`src/rtl/fbpam_params.svh`:
```
// Register offsets, reset values and field positions of the four-bit address/port block
`ifndef FBPAM_PARAMS_SVH
`define FBPAM_PARAMS_SVH
`define FBPAM_ADDR_DIRECTION 16'hFFC8
`define FBPAM_ADDR_LATCH 16'hFFCA
`define FBPAM_ADDR_PULLUP 16'hFFDB
`define FBPAM_DIR_RESET_EXP 8'hFF
`define FBPAM_DIR_RESET_SC 8'hF0
`define FBPAM_LATCH_RESET 8'hF0
`define FBPAM_PULLUP_RESET 8'hF0
`define FBPAM_UPPER_ONES 4'hF
`define FBPAM_READ_ONES 8'hFF
`define FBPAM_PIN_MSB 3
`endif

```
`src/rtl/fbpam_pkg.sv`:
```
// Types of the four-bit address/port block
package fbpam_pkg;
  typedef enum logic [2:0] {
    FBPAM_MODE_1 = 3'b001,
    FBPAM_MODE_3 = 3'b011,
    FBPAM_MODE_5 = 3'b101,
    FBPAM_MODE_6 = 3'b110,
    FBPAM_MODE_7 = 3'b111
  } fbpam_mode_t;
  typedef enum logic [1:0] {
    FBPAM_RUN = 2'b00,
    FBPAM_SW_STANDBY = 2'b01,
    FBPAM_HW_STANDBY = 2'b10
  } fbpam_power_t;
  typedef struct packed {
    logic [3:0] direction;
    logic [3:0] latch;
    logic [3:0] pullup_ctl;
    logic [3:0] pin_meta;
    logic [3:0] pin_sync;
    logic [7:0] rdata;
    logic [3:0] pin_out;
    logic [3:0] pin_oe;
    logic [3:0] pullup_on;
    logic expanded;
  } fbpam_state_t;
endpackage

```
`src/rtl/fbpam_port.sv`:
```
// Four-bit port whose pins can carry the upper address lines
//
// Decided for this implementation: the plain strobed port.
`timescale 1ns/100ps
`include "fbpam_params.svh"
module fbpam_port (
  input wire logic sys_clk_in,
  input wire logic reset_n_in,
  input wire fbpam_pkg::fbpam_mode_t mode_in,
  input wire fbpam_pkg::fbpam_power_t power_in,
  input wire logic [15:0] addr_in,
  input wire logic [7:0] wdata_in,
  input wire logic wr_in,
  input wire logic rd_in,
  input wire logic [3:0] upper_address_lines_in,
  input wire logic [3:0] port_pins_in,
  output logic [7:0] rdata_out,
  output logic [3:0] port_pins_out,
  output logic [3:0] port_pins_oe_out,
  output logic [3:0] pin_pullup_enables_out
);
  import fbpam_pkg::*;

  // ------------------------------------------------------------
  // State
  // ------------------------------------------------------------
  fbpam_state_t st;
  fbpam_state_t next_st;
  logic is_exp;
  logic init_now;

  always_comb begin
    is_exp = (mode_in == FBPAM_MODE_1) || (mode_in == FBPAM_MODE_3);
    init_now = !reset_n_in || (power_in == FBPAM_HW_STANDBY);
  end

  // ------------------------------------------------------------
  // Next state
  // ------------------------------------------------------------
  always_comb begin
    next_st = st;
    next_st.pin_meta = port_pins_in;
    next_st.pin_sync = st.pin_meta;
    next_st.expanded = is_exp;
    next_st.rdata = 8'h00;
    if (init_now) begin
      next_st.direction = is_exp ? 4'(`FBPAM_DIR_RESET_EXP) : 4'(`FBPAM_DIR_RESET_SC);
      next_st.latch = 4'(`FBPAM_LATCH_RESET);
      next_st.pullup_ctl = 4'(`FBPAM_PULLUP_RESET);
      next_st.pin_oe = 4'h0;
      next_st.pin_out = 4'h0;
      next_st.pullup_on = 4'h0;
    end else if (power_in == FBPAM_SW_STANDBY) begin
      next_st.pin_oe = st.pin_oe;
    end else begin
      if (wr_in) begin
        if (addr_in == `FBPAM_ADDR_DIRECTION && !is_exp) begin
          next_st.direction = wdata_in[3:0];
        end
        if (addr_in == `FBPAM_ADDR_LATCH) begin
          next_st.latch = wdata_in[3:0];
        end
        if (addr_in == `FBPAM_ADDR_PULLUP) begin
          next_st.pullup_ctl = wdata_in[3:0];
        end
      end
      if (rd_in) begin
        case (addr_in)
          `FBPAM_ADDR_DIRECTION: next_st.rdata = `FBPAM_READ_ONES;
          `FBPAM_ADDR_LATCH: next_st.rdata = {`FBPAM_UPPER_ONES,
            (st.direction & st.latch) | (~st.direction & st.pin_sync)};
          `FBPAM_ADDR_PULLUP: next_st.rdata = {`FBPAM_UPPER_ONES, st.pullup_ctl};
          default: next_st.rdata = 8'h00;
        endcase
      end
      if (is_exp) begin
        next_st.pin_oe = 4'hF;
        next_st.pin_out = upper_address_lines_in;
        next_st.pullup_on = 4'h0;
      end else begin
        next_st.pin_oe = st.direction;
        next_st.pin_out = (mode_in == FBPAM_MODE_5) ? upper_address_lines_in : st.latch;
        next_st.pullup_on = st.pullup_ctl & ~st.direction;
      end
    end
  end

  // ------------------------------------------------------------
  // Registers
  // ------------------------------------------------------------
  always_ff @(posedge sys_clk_in) begin
    st <= next_st;
  end

  always_comb begin
    rdata_out = st.rdata;
    port_pins_out = st.pin_out;
    port_pins_oe_out = st.pin_oe;
    pin_pullup_enables_out = st.pullup_on;
  end
endmodule // fbpam_port

```
`config.mk`:
```
export PLATFORM = sky130hd
export DESIGN_NAME = fbpam_port
export DESIGN_NICKNAME = d
export VERILOG_FILES = /design/src/rtl/fbpam_pkg.sv /design/src/rtl/fbpam_port.sv
export VERILOG_INCLUDE_DIRS = /design/src /design/src/rtl
export SDC_FILE = /design/constraint.sdc
export NUM_CORES = 1
export LEC_CHECK = 0
export BUFFER_PORTS_ARGS = -buffer_cell sky130_fd_sc_hd__clkbuf_2
export CAP_MARGIN = 30
export CORE_ASPECT_RATIO = 0.8
export CORE_MARGIN = 2
export CORE_UTILIZATION = 52
export CTS_BUF_LIST = sky130_fd_sc_hd__clkbuf_16
export DETAILED_ROUTE_END_ITERATION = 8
export PLACE_DENSITY_LB_ADDON = 0.05
export SLEW_MARGIN = 20
export SYNTH_ARGS = -nofsm -noshare
export SYNTH_HDL_FRONTEND = slang
export SYNTH_SLANG_ARGS = --single-unit
```
`constraint.sdc`:
```
create_clock -name sys_clk_in -period 3 [get_ports sys_clk_in]
set_input_delay 0.15 -clock sys_clk_in [delete_from_list [all_inputs] [get_ports sys_clk_in]]
set_output_delay 0.15 -clock sys_clk_in [all_outputs]
set_load 0.02 [all_outputs]
```
==> results of run 1 <==
worst paths after layout:
path / start / to / slack (ns)
setup / recovery: addr_in[0] / st[38] / 1.51
hold / removal: wdata_in[2] / st[31] / 0.16
setup reg to reg: st[38] / pin_pullup_enables_out[1] / 1.91
hold reg to reg: next_st[23] / st[23] / 0.33
layer usage:
layer	vias up	wire [um]	part of all wire, %	track usage [%]
met4	0	51	1.4	7.82
met3	7	281	7.8	7.95
met2	60	1770	49	40.0
li1	676	-	-	-
met5	-	0	0	0
met1	632	1500	42	25.9
sequential cells by signal, indices dropped and copies added, names as in the netlist:
name and count:
st 16, rdata_out 5, next_st 4, pin_pullup_enables_out 4
port_pins_oe_out 4, port_pins_out 4
where the power goes:
| group | switching [W] | internal, W | total, W |
|---|---|---|---|
| registers | 0.00000940 | 0.000521 | 0.000530 |
| clock network | 0.000198 | 0.000393 | 0.000590 |
| logic | 0.0000593 | 0.0000467 | 0.000106 |
metrics by stage:
step	hold slack, ns	util (%)	area [um2]	total power (W)
finish	0.159	65.7	1980	0.00123
global route	0.155	65.7	1980	0.00127
CTS	0.155	65.7	1980	0.00123
detailed placement	0.254	58.7	1770	0.000642
global placement	0.252	58.7	1770	0.000639
floorplan	0.178	-	1610	0.000606
what timing repair did:
action / CTS / global route
hold buffers: 4 / 0
setup buffers: 0 / 0
endpoints found under the hold margin: 4 / 0
cells in the final DEF, fill, tap and decap left out, types with 2 or more instances in the layout:
master         instances
clkbuf_2              56
dfxtp_1               33
nor2_1                16
a21oi_1                8
mux2i_1                8
nor3_1                 8
nand4_1                7
nand2_1                5
a21o_1                 5
nand3_1                5
clkbuf_16              5
o21ai_0                4
o21ai_1                4
a32oi_1                4
a211oi_1               4
a22oi_1                4
dlygate4sd3_1          4
edfxtp_1               4
and2_1                 3
nor2b_1                3
nand2b_1               2
nor4_2                 2
inv_1                  2
and3_1                 2
layout make-up:
class / count / area (um2) / area share [%]
Clock buffer: 5 / 125 / 6.31
Clock inverter: 3 / 46.3 / 2.34
Inverter: 2 / 7.51 / 0.379
Multi-Input combinational cell: 103 / 652 / 32.9
Sequential cell: 37 / 781 / 39.4
Tap cell: 40 / 50.0 / 2.53
Timing Repair Buffer: 60 / 320 / 16.2
cells by family (layout without fill, tap and decap cells):
kind of cell	Yosys count	in the layout
and+or+nand+nor	60	60
buffers and inverters	28	70
AOI/OAI and AO/OA	35	35
muxes	8	8
DFF	37	37
critical path, delay by kind of cell:
family          cells  cell delay (ns)
compound gates      1             0.28
buf+inv             1             0.09
simple gates        2             0.95
==> results.json, run 1 <==
{
  "syn-mean-instance-area_um2": 9.60,
  "ant_nets": 0,
  "grt_use_total_pct": 22.7,
  "grt_pass1_wl_mm": 5.83,
  "status": "finished, final reports clean",
  "vdd.ir_drop.worst_uv": 396,
  "crit_path_max_fanout": 5,
  "hp-class": "input pin to flip-flop",
  "cpPeakStageDelay_ns": 0.56,
  "areaGrowthSynthToFinish_pct": 22.9,
  "critical_path_arrival_ns": 1.47,
  "synthSimpleGateAreaFrac_pct": 21.3,
  "drt_first_pass_iters": 4,
  "drt_iter0_drc": 49,
  "slowest_stage": "or4b_4",
  "critPathLaunchType": "input pin",
  "layout-drive-gt1-share_pct": 32.9,
  "grt-ovfl-total": 0,
  "cts_resized": 0,
  "die_y_um": 53.8,
  "finalMaxSlewViolations": 0,
  "io_buffers": 56,
  "timing.fmax_mhz": 672,
  "cts_buffers": 5,
  "grt_pass1_vias": 1260,
  "final_nets": 250,
  "fin_setup_tns_ns": 0,
  "ys_types": 33,
  "worstRegToRegCells": 3,
  "critical_path.cell_chain": "clkbuf_2 -> or4b_4 -> nor4_2 -> a21o_1",
  "row_count": 18,
  "synth_area_mm2": 0.00161,
  "hold_depth": 3,
  "worstPathRequired_ns": 2.98,
  "synth_xor_area_share_pct": 0,
  "syn_inst": 168,
  "worst_slack_ns": 1.51,
  "grt_max_degree": 24,
  "synth.most_common_cell": "dfxtp_1",
  "synth-async-reset-ratio_pct": 0,
  "start_util_pct": 53.4,
  "place_ws_ns": 1.20,
  "setup_violations": 0,
  "finalWirelength_mm": 3.59,
  "max-cap-violations": 0,
  "p_leak_nw": 0.876,
  "placedCellCount": 238,
  "vias": 1375,
  "crit_type": "input pin to flip-flop",
  "end_kind": "flip-flop",
  "via_per_inst": 5.50,
  "yosysWarnings": 0,
  "tightest_slew_ns": 0.736,
  "final_cell_count_no_fill": 250,
  "dp_hpwl_mm": 2.75,
  "routabilityCongestion": 0.737,
  "syn-num-nets": 209,
  "dieArea_mm2": 0.00357,
  "core_area_mm2": 0.00302,
  "drc_errors": 0,
  "cts.root.buffer_cell": "clkbuf_16",
  "seq_area_frac_synth_pct": 48.4,
  "synth_mux_area_share_pct": 4.97,
  "antennaDiodeCount": 0,
  "synth_top_cells_by_count": "dfxtp_1 (33), buf_4 (20), nor2_1 (16)",
  "path_clk_slew_ns": 0.05,
  "synth_top_family_by_area": "simple AND/OR/NAND/NOR gates",
  "clockBufferDepth": 2,
  "ys.flop_type": "dfxtp_1",
  "clock-sinks": 37,
  "antenna_found_initial": 0,
  "synth_compound_area_share_pct": 14.2,
  "synthAdderAreaFrac_pct": 0,
  "hold_viol": 0,
  "synth_top_area_cell": "dfxtp_1",
  "cts_tree": "yes",
  "insertion_delay_ns": 0.28,
  "skew_ns": 0.00660,
  "rsz0062_at_grt": "false",
  "wire_per_inst_um": 14.4,
  "synth-seq-cells": 37,
  "htree_levels": 2,
  "synth_top_area_share_pct": 41.0,
  "p_per_area_mw_per_mm2": 619,
  "fillers": 270,
  "die_w_um": 66.3,
  "synth_edf_count": 4,
  "slew_headroom_pct": 50.8,
  "ioPinCount": 61,
  "post-route-min-period_ns": 1.49,
  "finalCritPeriodShare_pct": 49.6,
  "synth.area.top_cells": "dfxtp_1 (41%), buf_4 (9.3%), edfxtp_1 (7.4%), mux2i_1 (5.0%), nor2_1 (3.7%)"
}
Power figures use the tool's default switching activity.
==> run 2: changes to the inputs <==
--- a/config.mk
+++ b/config.mk
@@ -10,7 +10,7 @@
 export CAP_MARGIN = 30
 export CORE_ASPECT_RATIO = 0.8
 export CORE_MARGIN = 2
-export CORE_UTILIZATION = 52
+export CORE_UTILIZATION = 43
 export CTS_BUF_LIST = sky130_fd_sc_hd__clkbuf_16
 export DETAILED_ROUTE_END_ITERATION = 8
 export PLACE_DENSITY_LB_ADDON = 0.05
==> constraint.sdc (replaced) <==
create_clock -name sys_clk_in -period 1.35 [get_ports sys_clk_in]
set_input_delay 0.0675 -clock sys_clk_in [delete_from_list [all_inputs] [get_ports sys_clk_in]]
set_output_delay 0.0675 -clock sys_clk_in [all_outputs]
set_load 0.02 [all_outputs]
==> results.json, run 2 (same netlist as run 1, synthesis figures left out) <==
{
  "status": "finished, final reports clean",
  "io_buffers": 56,
  "dpl-instance-area_mm2": 0.00187,
  "rsz0062_at_grt": "false",
  "die_y_um": 58.8,
  "row_count": 19,
  "crit_path_max_fanout": 4,
  "r2r_slack_ns": 0.23,
  "grt_pass1_vias": 1349,
  "largest_register_ffs": 16,
  "finalCritPeriodShare_pct": 95.1,
  "clockBufferDepth": 2,
  "grt-ovfl-total": 0,
  "final_cell_mix": "clkbuf_2 (56), dfxtp_1 (33), nor2_1 (16)",
  "antenna_found_initial": 0,
  "worstPathRequired_ns": 1.50,
  "p_leak_nw": 0.935,
  "cts_buffers": 5,
  "worst_slack_ns": 0.0666,
  "place_ws_ns": -0.217,
  "ant_nets": 0,
  "die_w_um": 72.5,
  "tightest_slew_ns": 0.461,
  "via_per_inst": 5.33,
  "insertion_delay_ns": 0.27,
  "cts.root.buffer_cell": "clkbuf_16",
  "final_nets": 262,
  "finalWirelength_mm": 3.82,
  "hold_ws_ns": 0.0864,
  "end_kind": "flip-flop",
  "skew_ns": 0.00468,
  "core_area_mm2": 0.00352,
  "regMostFlops": "st",
  "hp-class": "input pin to flip-flop",
  "grt_use_total_pct": 19.1,
  "vias": 1408,
  "start_util_pct": 45.8,
  "clock-sinks": 37,
  "layout-drive-gt1-share_pct": 35.6,
  "drt_first_pass_iters": 4,
  "vdd.ir_drop.worst_uv": 766,
  "worstRegToRegCells": 3,
  "post-route-min-period_ns": 1.28,
  "hold_viol": 0,
  "drc_errors": 0,
  "whs_endpoint": "st[30]",
  "antennaDiodeCount": 0,
  "routabilityCongestion": 0.875,
  "path_clk_slew_ns": 0.06,
  "crit_type": "input pin to flip-flop",
  "grt_pass1_wl_mm": 6.12,
  "finalInstanceArea_mm2": 0.00205,
  "areaGrowthSynthToFinish_pct": 27.2,
  "critPathLaunchType": "input pin",
  "hold_depth": 3,
  "finalMaxSlewViolations": 0,
  "max-cap-violations": 0,
  "cts_tree": "yes",
  "dp_hpwl_mm": 3.05,
  "grt_max_degree": 17,
  "timing.fmax_mhz": 779,
  "cts_resized": 0,
  "reg2reg_from": "st[39]",
  "critical_path_arrival_ns": 1.43,
  "final_common_cell": "clkbuf_2",
  "wire_per_inst_um": 14.5,
  "ioPinCount": 61,
  "setup_violations": 0,
  "fin_setup_tns_ns": 0,
  "r2r_end": "pin_pullup_enables_out[2]",
  "dieArea_mm2": 0.00426,
  "p_per_area_mw_per_mm2": 1230,
  "hold_start": "wdata_in[1]",
  "drt_iter0_drc": 69,
  "slew_headroom_pct": 69.2,
  "htree_levels": 2
}
-- run 2: changes by cell type in the layout (fill, tap and decap cells not counted) --
cell / change
nor4_4: +1
clkinv_1: +1
inv_1: +1
clkinv_4: -1
nor4_2: -1
buf_4: +12
bufinv_16: -1
-- run 2: area by class of cell --
type	instances	area, um2
fillers	319	1470
flip-flops and latches	37	781
multi-input cells	103	661
repair buffers	72	410
clock buffers	5	125
well taps	42	52.6
clock inverters	3	15.0
inverters	2	7.51
-- run 2: per-layer routing --
layer  wire [um]  global-route usage [%]  up-vias
li1            -                       -      696
met1        1690                    23.7      642
met2        1780                    31.1       64
met3         277                    5.31        6
met4          63                    9.26        0
met5           0                       0        -
-- run 2: where the power goes --
part / switching [W] / internal [W] / total (W)
clock: 0.000411 / 0.000669 / 0.00108
sequential: 0.0000246 / 0.00116 / 0.00118
combinational: 0.000137 / 0.000119 / 0.000255
total: 0.000572 / 0.00195 / 0.00252
-- run 2: worst max-delay path by stage --
| stage | start | to | slack [ns] | depth (start not counted) |
|---|---|---|---|---|
| 2_1_floorplan | addr_in[0] | st[33] | -0.05 | 4 |
| 6_report | addr_in[0] | st[35] | 0.07 | 5 |
| 3_3_place_gp | addr_in[0] | st[35] | -0.17 | 5 |
| 5_1_grt | addr_in[0] | st[35] | 0.02 | 5 |
| 4_1_cts | addr_in[0] | st[35] | 0.07 | 5 |
| 3_5_place_dp | addr_in[0] | st[35] | -0.22 | 5 |
-- run 2: stage by stage --
stage / util, % / cells / power [W]
3_5_place_dp: 53.2 / 252 / 0.00145
2_1_floorplan: - / 168 / 0.00135
6_report: 58.3 / 264 / 0.00252
3_3_place_gp: 53.2 / 252 / 0.00145
4_1_cts: 58.3 / 264 / 0.00254
5_1_grt: 58.3 / 264 / 0.00263
-- run 2: repair_timing --
action                                 in CTS  in global routing
setup buffers                               0                  0
endpoints found under the hold margin       4                  0
hold buffers                                4                  0
-- run 2: worst max-delay path, cell delays in order --
cell and delay, ns:
clkbuf_2 0.09, or4b_4 0.58, or4_4 0.45, o21ai_1 0.16, a21oi_1 0.08
